**config.mk**
```make
export PLATFORM = sky130hd
export DESIGN_NAME = tcb_capture_ctrl
export DESIGN_NICKNAME = d
export VERILOG_FILES = /design/src/rtl/tcb_pkg.sv /design/src/rtl/tcb_trig_sync.sv /design/src/rtl/tcb_capture_ctrl.sv
export SDC_FILE = /design/constraint.sdc
export NUM_CORES = 2
export LEC_CHECK = 0
export BUFFER_PORTS_ARGS = -buffer_cell sky130_fd_sc_hd__buf_4
export CORE_MARGIN = 5
export CORE_UTILIZATION = 30
export CTS_BUF_LIST = sky130_fd_sc_hd__clkbuf_8
export DETAILED_ROUTE_END_ITERATION = 12
export PLACE_DENSITY = 0.56
export SETUP_SLACK_MARGIN = 0.02
export SLEW_MARGIN = 20
export SYNTH_ARGS = -nofsm -noshare
export SYNTH_HDL_FRONTEND = slang
export SYNTH_SLANG_ARGS = --single-unit
```
**constraint.sdc**
```tcl
create_clock -name i_clk -period 43 [get_ports i_clk]
set_input_delay 4.3 -clock i_clk [delete_from_list [all_inputs] [get_ports i_clk]]
set_output_delay 4.3 -clock i_clk [all_outputs]
set_load 0.03 [all_outputs]
```
**src/rtl/tcb_pkg.sv**
```systemverilog
// Capture buffer controller constants and shared types
// Operation
// - Single-fill hardware trigger starts on falling edge
// - Continuous hardware trigger: rising edge stops capture
// - Stop finishes the current 512-word block
// - Retrigger restarts writing at buffer start
// - Length 1 to 4096 kB, odd raised
// - Parameter code selects X, XY, RT, all
// - Capture rate independent of parameter selection
// - Rate is maximum over two to n
// - Rate query returns rate in hertz
// - Start carries mode and trigger codes
// - Start discards earlier data, fresh capture
// - Stop while armed aborts, trigger ignored
// - Stored samples survive a stop
// - Status: recording, triggered, wrapped bits
// - Armed reads zero, running reads three
// - Wrap bit on single end or overwrite
// - Sticky bits cleared by length or parameter write
// - Progress reports kilobytes written, full if wrapped
// - Text readout returns one, two, four values
// - Binary readout up to 64 kB, error while running
// - Binary reply hash, digit count, length, floats
// - Single-fill ends when buffer filled once
// - Continuous wraps and overwrites until stopped
package tcb_pkg;
	// ****************************************
	// Sizes and limits
	// ****************************************
	localparam int ADDR_W = 20;
	localparam int LEN_W = 21;
	localparam int KB_W = 13;
	localparam int BLK_W = 9;
	localparam int KB_SH = 8;
	localparam logic [KB_W-1:0] LEN_MIN_KB = 13'h0001;
	localparam logic [KB_W-1:0] LEN_MAX_KB = 13'h1000;
	localparam logic [KB_W-1:0] LEN_RST_KB = 13'h0100;
	localparam logic [4:0] RATE_N_MAX = 5'h14;
	localparam logic [6:0] BIN_MAX_KB = 7'h40;
	localparam logic [6:0] BIN_5DIG_KB = 7'h0a;
	localparam logic [2:0] DIG_4 = 3'h4;
	localparam logic [2:0] DIG_5 = 3'h5;
	localparam logic [7:0] HASH_CHAR = 8'h23;
	localparam logic [7:0] ASCII_ZERO = 8'h30;
	localparam logic [1:0] CFG_X = 2'h0;
	localparam logic [1:0] CFG_XY = 2'h1;
	localparam logic [1:0] CFG_RT = 2'h2;
	localparam logic [1:0] CFG_ALL = 2'h3;
	localparam logic [2:0] STAT_RUN = 3'h3;
	// ****************************************
	// Types
	// ****************************************
	typedef enum logic [4:0] {
		ST_IDLE = 5'b0_0001,
		ST_ARMED = 5'b0_0010,
		ST_REC = 5'b0_0100,
		ST_TEXT = 5'b0_1000,
		ST_BIN = 5'b1_0000
	} tcb_state_e;
	typedef struct packed {
		logic start;
		logic start_cont;
		logic start_hw;
		logic stop;
		logic set_len;
		logic [KB_W-1:0] len_kb;
		logic set_cfg;
		logic [1:0] cfg;
		logic set_rate;
		logic [4:0] rate_n;
		logic get_text;
		logic [ADDR_W-1:0] text_idx;
		logic get_bin;
		logic [11:0] bin_off_kb;
		logic [6:0] bin_kb;
	} tcb_cmd_s;
	typedef struct packed {
		logic [31:0] x;
		logic [31:0] y;
		logic [31:0] r;
		logic [31:0] th;
	} tcb_smp_s;
	typedef struct packed {
		logic en;
		logic [ADDR_W-1:0] addr;
		logic [31:0] data;
	} tcb_wr_s;
	typedef struct packed {
		logic en;
		logic [ADDR_W-1:0] addr;
	} tcb_rd_s;
	typedef struct packed {
		logic valid;
		logic [2:0] cnt;
		logic [3:0][31:0] w;
	} tcb_txt_s;
	typedef struct packed {
		logic valid;
		logic [7:0] data;
	} tcb_byte_s;
endpackage

```
**src/rtl/tcb_trig_sync.sv**
```systemverilog
// Trigger pin synchroniser and edge detector
`timescale 1ns/1ps
module tcb_trig_sync (
	// Clock, reset, enable
	input wire logic i_clk,
	input wire logic i_rst_n,
	input wire logic i_ce,
	// Pin
	input wire logic i_pin,
	// Edges
	output logic o_rise,
	output logic o_fall
);
	logic meta;
	logic sync;
	logic prev;

	always_ff @(posedge i_clk or negedge i_rst_n) begin
		if (!i_rst_n) begin
			meta <= 1'b1;
			sync <= 1'b1;
			prev <= 1'b1;
		end else if (i_ce) begin
			meta <= i_pin;
			sync <= meta;
			prev <= sync;
		end
	end

	assign o_rise = i_ce && sync && !prev;
	assign o_fall = i_ce && !sync && prev;
endmodule

```
**src/rtl/tcb_capture_ctrl.sv**
```systemverilog
// Capture buffer controller: acquisition, status and readback
`timescale 1ns/1ps
module tcb_capture_ctrl (
	// Clock, reset, enable
	input wire logic i_clk,
	input wire logic i_rst_n,
	input wire logic i_ce,
	// Trigger pin
	input wire logic i_external_trigger_input,
	// Host commands
	input wire tcb_pkg::tcb_cmd_s i_cmd,
	// Sample source
	input wire logic i_sample_stb,
	input wire tcb_pkg::tcb_smp_s i_sample,
	input wire logic [20:0] i_max_rate_hz,
	// Buffer memory
	output tcb_pkg::tcb_wr_s o_wr,
	output tcb_pkg::tcb_rd_s o_rd,
	input wire logic [31:0] i_rd_data,
	// Status and answers
	output logic [2:0] o_status,
	output logic [tcb_pkg::KB_W-1:0] o_len_kb,
	output logic [1:0] o_cfg,
	output logic [20:0] o_rate_hz,
	output logic [tcb_pkg::KB_W-1:0] o_prog_kb,
	output logic o_range_err,
	output tcb_pkg::tcb_txt_s o_text,
	output tcb_pkg::tcb_byte_s o_byte,
	input wire logic i_byte_ready
);
	import tcb_pkg::*;

	tcb_state_e state, next_state;
	logic trig_rise, trig_fall;
	logic cont, hw, retrig, stop_pend, triggered, wrapped;
	logic [KB_W-1:0] len_kb;
	logic [1:0] cfg;
	logic [4:0] rate_n;
	logic [LEN_W-1:0] len_words, written;
	logic [ADDR_W-1:0] wptr, div_cnt, rate_mask, oldest;
	tcb_smp_s smp;
	logic [2:0] wr_left, txt_iss, txt_got, txt_cnt, bin_pos, bin_ndig;
	logic [1:0] wr_k, txt_sh, bin_bi;
	logic sys_rst, clr_cmd, len_ok, bin_ok, cmd_idle, go_rec, smp_take;
	logic wr_go, wr_wrap, blk_end, rec_done, trig_start, rd_q;
	logic txt_start, txt_req, txt_done, bin_start, bin_req, bin_done;
	logic bin_hdr, bin_have, bin_busy, bin_emit, slot;
	logic [ADDR_W-1:0] txt_addr, bin_addr;
	logic [16:0] bin_bytes;
	logic [14:0] bin_left;
	logic [31:0] bin_word;
	logic [7:0] bin_char;

	// ****************************************
	// Helpers
	// ****************************************
	function automatic logic [2:0] par_cnt(input logic [1:0] c);
		case (c)
			CFG_X: par_cnt = 3'h1;
			CFG_ALL: par_cnt = 3'h4;
			default: par_cnt = 3'h2;
		endcase
	endfunction

	function automatic logic [31:0] word_sel(input tcb_smp_s s, input logic [1:0] c,
			input logic [1:0] k);
		logic [1:0] idx;
		idx = (c == CFG_RT) ? k + 2'h2 : k;
		case (idx)
			2'h0: word_sel = s.x;
			2'h1: word_sel = s.y;
			2'h2: word_sel = s.r;
			default: word_sel = s.th;
		endcase
	endfunction

	function automatic logic [ADDR_W-1:0] addr_inc(input logic [ADDR_W-1:0] a,
			input logic [LEN_W-1:0] lw);
		addr_inc = ({1'b0, a} == lw - 21'h1) ? '0 : a + 1'b1;
	endfunction

	function automatic logic [ADDR_W-1:0] addr_mod(input logic [LEN_W:0] v,
			input logic [LEN_W-1:0] lw);
		addr_mod = (v >= {1'b0, lw}) ? ADDR_W'(v - {1'b0, lw}) : ADDR_W'(v);
	endfunction

	function automatic logic [7:0] dec_char(input logic [16:0] v, input logic [2:0] k);
		logic [16:0] p;
		case (k)
			3'h0: p = 17'h1;
			3'h1: p = 17'ha;
			3'h2: p = 17'h64;
			3'h3: p = 17'h3e8;
			default: p = 17'h2710;
		endcase
		dec_char = ASCII_ZERO + 8'((v / p) % 17'ha);
	endfunction

	tcb_trig_sync u_trig (
		.i_clk(i_clk),
		.i_rst_n(i_rst_n),
		.i_ce(i_ce),
		.i_pin(i_external_trigger_input),
		.o_rise(trig_rise),
		.o_fall(trig_fall)
	);

	// ****************************************
	// Decode
	// ****************************************
	assign len_words = {len_kb, 8'h00};
	assign len_ok = i_cmd.len_kb >= LEN_MIN_KB && i_cmd.len_kb <= LEN_MAX_KB;
	assign sys_rst = (i_cmd.set_len && len_ok) || i_cmd.set_cfg;
	assign clr_cmd = sys_rst || i_cmd.start;
	assign cmd_idle = state == ST_IDLE && !clr_cmd;
	assign txt_start = cmd_idle && i_cmd.get_text;
	assign bin_ok = state == ST_IDLE && i_cmd.bin_kb != 7'h0 && i_cmd.bin_kb <= BIN_MAX_KB;
	assign bin_start = cmd_idle && bin_ok && i_cmd.get_bin && !i_cmd.get_text;
	assign trig_start = trig_fall && (state == ST_ARMED || (state == ST_IDLE && retrig));
	assign go_rec = next_state == ST_REC && (state != ST_REC || i_cmd.start);
	assign rate_mask = ~({ADDR_W{1'b1}} << rate_n);
	assign smp_take = state == ST_REC && i_sample_stb && (div_cnt & rate_mask) == '0
		&& wr_left == 3'h0;
	assign wr_go = state == ST_REC && wr_left != 3'h0;
	assign wr_wrap = wr_go && {1'b0, wptr} == len_words - 21'h1;
	assign blk_end = wr_go && wptr[BLK_W-1:0] == '1;
	// end at block or buffer end
	assign rec_done = (wr_wrap && !cont) || (blk_end && stop_pend);

	// ****************************************
	// State machine
	// ****************************************
	always_comb begin
		next_state = state;
		case (state)
			ST_IDLE: begin
				if (txt_start)
					next_state = ST_TEXT;
				else if (bin_start)
					next_state = ST_BIN;
				else if (trig_start)
					next_state = ST_REC;
			end
			ST_ARMED: begin
				if (i_cmd.stop)
					next_state = ST_IDLE;
				else if (trig_fall)
					next_state = ST_REC;
			end
			ST_REC: begin
				if (rec_done)
					next_state = ST_IDLE;
			end
			ST_TEXT: begin
				if (txt_done)
					next_state = ST_IDLE;
			end
			ST_BIN: begin
				if (bin_done)
					next_state = ST_IDLE;
			end
			default: next_state = ST_IDLE;
		endcase
		if (i_cmd.start)
			next_state = i_cmd.start_hw ? ST_ARMED : ST_REC;
		if (sys_rst)
			next_state = ST_IDLE;
	end

	always_ff @(posedge i_clk or negedge i_rst_n) begin
		if (!i_rst_n)
			state <= ST_IDLE;
		else if (i_ce)
			state <= next_state;
	end

	// ****************************************
	// Configuration
	// ****************************************
	always_ff @(posedge i_clk or negedge i_rst_n) begin
		if (!i_rst_n) begin
			len_kb <= LEN_RST_KB;
			cfg <= CFG_X;
			rate_n <= '0;
			o_rate_hz <= '0;
		end else if (i_ce) begin
			if (i_cmd.set_len && len_ok)
				len_kb <= i_cmd.len_kb + {12'h0, i_cmd.len_kb[0]};
			if (i_cmd.set_cfg)
				cfg <= i_cmd.cfg;
			if (i_cmd.set_rate && i_cmd.rate_n <= RATE_N_MAX)
				rate_n <= i_cmd.rate_n;
			o_rate_hz <= i_max_rate_hz >> rate_n;
		end
	end

	always_ff @(posedge i_clk or negedge i_rst_n) begin
		if (!i_rst_n) begin
			cont <= 1'b0;
			hw <= 1'b0;
			retrig <= 1'b0;
		end else if (i_ce) begin
			if (i_cmd.start) begin
				cont <= i_cmd.start_cont;
				hw <= i_cmd.start_hw;
				retrig <= i_cmd.start_hw;
			end else if (sys_rst || (state == ST_ARMED && i_cmd.stop)) begin
				retrig <= 1'b0;
			end
		end
	end

	// ****************************************
	// Status flags
	// ****************************************
	always_ff @(posedge i_clk or negedge i_rst_n) begin
		if (!i_rst_n) begin
			triggered <= 1'b0;
			wrapped <= 1'b0;
		end else if (i_ce) begin
			if (clr_cmd) begin
				triggered <= 1'b0;
				wrapped <= 1'b0;
			end
			if (wr_wrap)
				wrapped <= 1'b1;
			if (go_rec)
				triggered <= 1'b1;
		end
	end

	always_ff @(posedge i_clk or negedge i_rst_n) begin
		if (!i_rst_n)
			stop_pend <= 1'b0;
		else if (i_ce) begin
			if (go_rec || state != ST_REC)
				stop_pend <= 1'b0;
			else if (i_cmd.stop || (cont && hw && trig_rise))
				stop_pend <= 1'b1;
		end
	end

	assign o_status = {wrapped, triggered, state == ST_REC};
	assign o_prog_kb = written[LEN_W-1:KB_SH];
	assign o_len_kb = len_kb;
	assign o_cfg = cfg;

	// ****************************************
	// Write engine
	// ****************************************
	always_ff @(posedge i_clk or negedge i_rst_n) begin
		if (!i_rst_n) begin
			wptr <= '0;
			written <= '0;
			div_cnt <= '0;
			wr_left <= '0;
			wr_k <= '0;
			smp <= '0;
		end else if (i_ce) begin
			if (go_rec || sys_rst) begin
				wptr <= '0;
				written <= '0;
				div_cnt <= '0;
				wr_left <= '0;
			end else if (state == ST_REC) begin
				if (i_sample_stb)
					div_cnt <= div_cnt + 1'b1;
				if (smp_take) begin
					smp <= i_sample;
					wr_left <= par_cnt(cfg);
					wr_k <= '0;
				end else if (wr_go) begin
					wptr <= addr_inc(wptr, len_words);
					wr_left <= wr_left - 3'h1;
					wr_k <= wr_k + 2'h1;
					if (written != len_words)
						written <= written + 21'h1;
				end
			end
		end
	end

	always_ff @(posedge i_clk or negedge i_rst_n) begin
		if (!i_rst_n)
			o_wr <= '0;
		else if (i_ce) begin
			o_wr.en <= wr_go;
			o_wr.addr <= wptr;
			o_wr.data <= word_sel(smp, cfg, wr_k);
		end
	end

	// ****************************************
	// Text readout
	// ****************************************
	assign oldest = (wrapped && cont) ? wptr : '0;
	assign txt_sh = (cfg == CFG_X) ? 2'h0 : (cfg == CFG_ALL) ? 2'h2 : 2'h1;
	assign txt_req = state == ST_TEXT && txt_iss != txt_cnt;
	assign txt_done = state == ST_TEXT && txt_got == txt_cnt;

	always_ff @(posedge i_clk or negedge i_rst_n) begin
		if (!i_rst_n) begin
			txt_addr <= '0;
			txt_iss <= '0;
			txt_got <= '0;
			txt_cnt <= '0;
			o_text <= '0;
		end else if (i_ce) begin
			o_text.valid <= txt_done;
			if (txt_start) begin
				txt_addr <= addr_mod({2'b00, oldest} + ({2'b00, i_cmd.text_idx} << txt_sh),
					len_words);
				txt_iss <= '0;
				txt_got <= '0;
				txt_cnt <= par_cnt(cfg);
				o_text.cnt <= par_cnt(cfg);
			end
			if (txt_req) begin
				txt_addr <= addr_inc(txt_addr, len_words);
				txt_iss <= txt_iss + 3'h1;
			end
			if (state == ST_TEXT && rd_q) begin
				o_text.w[txt_got[1:0]] <= i_rd_data;
				txt_got <= txt_got + 3'h1;
			end
		end
	end

	// ****************************************
	// Binary block readout
	// ****************************************
	assign slot = !o_byte.valid || i_byte_ready;
	assign bin_emit = state == ST_BIN && slot && (bin_hdr || bin_have);
	assign bin_req = state == ST_BIN && !bin_have && !bin_busy && bin_left != '0;
	assign bin_done = state == ST_BIN && !bin_hdr && !bin_have && !bin_busy
		&& bin_left == '0;

	always_comb begin
		if (!bin_hdr)
			bin_char = 8'(bin_word >> {bin_bi, 3'b000});
		else if (bin_pos == 3'h0)
			bin_char = HASH_CHAR;
		else if (bin_pos == 3'h1)
			bin_char = ASCII_ZERO + {5'h0, bin_ndig};
		else
			bin_char = dec_char(bin_bytes, 3'(bin_ndig + 3'h1 - bin_pos));
	end

	always_ff @(posedge i_clk or negedge i_rst_n) begin
		if (!i_rst_n) begin
			bin_hdr <= 1'b0;
			bin_pos <= '0;
			bin_ndig <= '0;
			bin_bytes <= '0;
			bin_left <= '0;
			bin_addr <= '0;
			bin_word <= '0;
			bin_bi <= '0;
			bin_have <= 1'b0;
			bin_busy <= 1'b0;
		end else if (i_ce) begin
			if (bin_start) begin
				bin_hdr <= 1'b1;
				bin_pos <= '0;
				bin_ndig <= (i_cmd.bin_kb >= BIN_5DIG_KB) ? DIG_5 : DIG_4;
				bin_bytes <= {i_cmd.bin_kb, 10'h000};
				bin_left <= {i_cmd.bin_kb, 8'h00};
				bin_addr <= addr_mod({2'b00, i_cmd.bin_off_kb, 8'h00}, len_words);
				bin_bi <= '0;
				bin_have <= 1'b0;
				bin_busy <= 1'b0;
			end
			if (bin_emit && bin_hdr) begin
				bin_pos <= bin_pos + 3'h1;
				if (bin_pos == bin_ndig + 3'h1)
					bin_hdr <= 1'b0;
			end
			if (bin_emit && !bin_hdr) begin
				bin_bi <= bin_bi + 2'h1;
				if (bin_bi == 2'h3) begin
					bin_have <= 1'b0;
					bin_left <= bin_left - 15'h1;
				end
			end
			if (bin_req) begin
				bin_busy <= 1'b1;
				bin_addr <= addr_inc(bin_addr, len_words);
			end
			if (state == ST_BIN && rd_q && bin_busy) begin
				bin_word <= i_rd_data;
				bin_have <= 1'b1;
				bin_busy <= 1'b0;
			end
		end
	end

	always_ff @(posedge i_clk or negedge i_rst_n) begin
		if (!i_rst_n)
			o_byte <= '0;
		else if (i_ce) begin
			if (bin_emit) begin
				o_byte.valid <= 1'b1;
				o_byte.data <= bin_char;
			end else if (i_byte_ready) begin
				o_byte.valid <= 1'b0;
			end
		end
	end

	// ****************************************
	// Read port and errors
	// ****************************************
	always_ff @(posedge i_clk or negedge i_rst_n) begin
		if (!i_rst_n) begin
			o_rd <= '0;
			rd_q <= 1'b0;
			o_range_err <= 1'b0;
		end else if (i_ce) begin
			o_rd.en <= txt_req || bin_req;
			o_rd.addr <= txt_req ? txt_addr : bin_addr;
			rd_q <= o_rd.en;
			o_range_err <= (i_cmd.get_bin && !bin_ok) || (i_cmd.get_text && state != ST_IDLE)
				|| (i_cmd.set_len && !len_ok) || (i_cmd.set_rate && i_cmd.rate_n > RATE_N_MAX);
		end
	end
endmodule

```
==> qor.txt <==
Status: complete, no violations
Critical path required time: 43.68 ns
Post-CTS setup buffers: 0
Antenna violations before repair: 14
Site Rows: 132
Crit path buffers/inverters: 8
Die ar.: 0.1382 mm^2
Detail Route Antenna Nets: 0
Synth cell types: 114
Setup crit end kind: flop
First-pass GRT wire length: 203400 um
Buffers added on ports: 521
H-tree depth: 3
Relative slew slack: 31.55%
Hold WC Path Type: reg2reg
GRT Total Usage: 18.83%
Async SR Flop Fraction: 100.0%
Synth warn: 0
Initial Util: 30.25%
Setup TNS: 0 ns
Synth Instances: 4065
Final setup violating endpoints: 0
Gr ovfl total: 0
CP top delay family: compound AO/OA/AOI/OAI gates
Most frequent cells in the layout: 570 x dfrtp_1, 563 x buf_4, 391 x mux2_2, 308 x nor2_1, 290 x nand2_1
Clock skew: 0.09242 ns
Root buf cell: clkbuf_8
#FFs+latches synth: 575
CTS max path bufs: 3
Syn_nets: 4530
CP peak stage delay: 0.95 ns
Synthesized area per cell: 9.661 um^2
Crit path kind: reg2reg
Commonest non-fill, non-tap cell in the layout: dfrtp_1
Post-synth EDFFs: 0
Multi-input logic area: 0.02353 mm^2
Final hold slack: 0.4892 ns
Arrival @ worst endpoint: 40.10 ns
Drt pass-1 iters: 5
Finished Core Util: 36.21%
Worst Max-Slew Pin Slew: 1.024 ns
Nets: 4984
Vias in the first global route: 32980
CTS tree: done
Initial DRC count: 2304
# Max-Cap Violations: 0
Post-Route WL: 134800 um
# hold bufs at CTS: 0
Fill cell count: 13330
Critical Path Most Common Cell: ha_1
Clock sinks: 575
Synthesis-to-layout area growth: 19.68%
Worst path slowest cell: fa_1
Total CTS buffers: 99
Vias: 33360
DP HPWL: 102600 um
Part of the Yosys area used for sequential elements: 36.66%
Fin crit share: 91.66%
DR vias/cell: 5.251
Top FF cell, synth: dfrtp_1
Layout cell share with drive strength beyond 1: 26.86%
WL per Instance: 21.22 um
Largest net degree at the start of global routing: 170
Top-level port count: 523
Fmax: 0.02537 GHz
Hold path depth: 2
Type of origin of the critical path: flop
Unrepaired setup endpoints after global routing: no
Worst-Skew Late Latency: 0.79 ns
Fin. Hold Viols: 0
Dpl ws: 4.266 ns
Core Area: 0.1298 mm^2
CP max FO: 39
Die X: 371.8 um
Crit path time final: 39.41 ns
Slew Viols, Final: 0
FF+latch area: 0.01440 mm^2
Post-CTS sizing: 0
Gpl congestion: 0.8773
CP Depth: 159
Die H: 371.8 um
Synth Cell Area: 0.03927 mm^2
Worst-path clk slew: 0.06 ns
Reg2reg path depth: 159
Post-route worst setup slack: 3.588 ns
Residual DRC: 0
==> cells in the mapped netlist, drive strengths merged, types with 20 or more instances <==
library cell / count / area share [%]
or2: 22 / 0.35
xor2: 111 / 2.5
inv: 135 / 1.3
nor3: 90 / 1.2
buf: 67 / 0.88
o21ai: 264 / 3.4
or3: 46 / 0.73
mux4: 46 / 2.6
and3: 88 / 1.4
and2: 21 / 0.33
nor2b: 24 / 0.38
a211oi: 30 / 0.64
nand4: 40 / 0.64
xnor2: 125 / 2.8
nand3: 107 / 1.4
mux2i: 110 / 2.9
o21a: 40 / 0.76
dfrtp: 570 / 36
a21oi: 252 / 3.3
nor4: 20 / 0.33
nor2: 311 / 3.0
mux2: 393 / 11
clkbuf: 148 / 1.4
a31oi: 40 / 0.65
ha: 207 / 6.6
o31ai: 32 / 0.65
nand2b: 42 / 0.67
o211ai: 22 / 0.42
a21o: 87 / 1.7
nand2: 290 / 2.8
==> metrics by stage <==
| step | area (um^2) | instances |
|---|---|---|
| 2_1_floorplan | 39270 | 4065 |
| 3_3_place_gp | 44910 | 6160 |
| 3_5_place_dp | 44920 | 6160 |
| 4_1_cts | 46970 | 6340 |
| 5_1_grt | 46990 | 6346 |
| 6_report | 47000 | 6352 |
==> worst register-to-register path: cells and delay by family (launching register included) <==
kind / cells / cell delay [ns]
compound gates: 75 / 17.36
fa+ha+maj: 20 / 7.08
buf+inv: 8 / 2.26
flops: 1 / 0.44
mux: 4 / 1.47
simple gates: 52 / 10.72
==> worst paths after layout <==
check	end	start	slack, ns
hold reg to reg	retrig	retrig	0.49
max in group asynchronous	o_text[41]	i_rst_n	36.47
setup reg to reg	o_byte[5]	bin_pos[0]	3.59
setup / recovery	o_byte[5]	bin_pos[0]	3.59
min in group asynchronous	smp[76]	i_rst_n	3.56
hold / removal	retrig	retrig	0.49
==> state kept, by name, summed over array words and instances, names as in the netlist, 3 cells and up <==
register   count
o_rate_hz     21
bin_word      32
o_wr          53
bin_bytes      7
smp          128
rate_n         5
bin_addr      20
o_byte         9
bin_left      15
txt_iss        3
bin_pos        3
wr_left        3
wptr          20
state          5
txt_got        3
written       21
txt_addr      20
o_text       129
txt_cnt        3
o_rd          21
div_cnt       20
o_len_kb      12
==> per-layer routing <==
metal	global-route usage (%)	share of wire [%]
met5	0	0
met4	5.739	2.9
met3	3.641	5.9
met2	31.73	48
met1	24.48	43
==> cell families after synthesis <==
group	count (synthesis)	synth area share, %
fa+ha+maj	211	6.777
xor+xnor	237	5.327
buf+inv	351	3.603
simple gates	1158	14.41
flops	575	36.66
other cells	1	0.009549
mux	549	16.78
compound gates	983	16.44
==> final cells by class <==
class,count,area share (%)
multi-input cells,3139,50.05
repair buffers,568,9.176
diodes,12,0.06389
flip-flops and latches,575,30.63
clock inverters,61,0.8678
well taps,1742,4.637
clock buffers,119,3.485
inverters,136,1.091
Power is not shown: default switching activity piles up to over one toggle a cycle in this logic, so the estimate is an artifact.
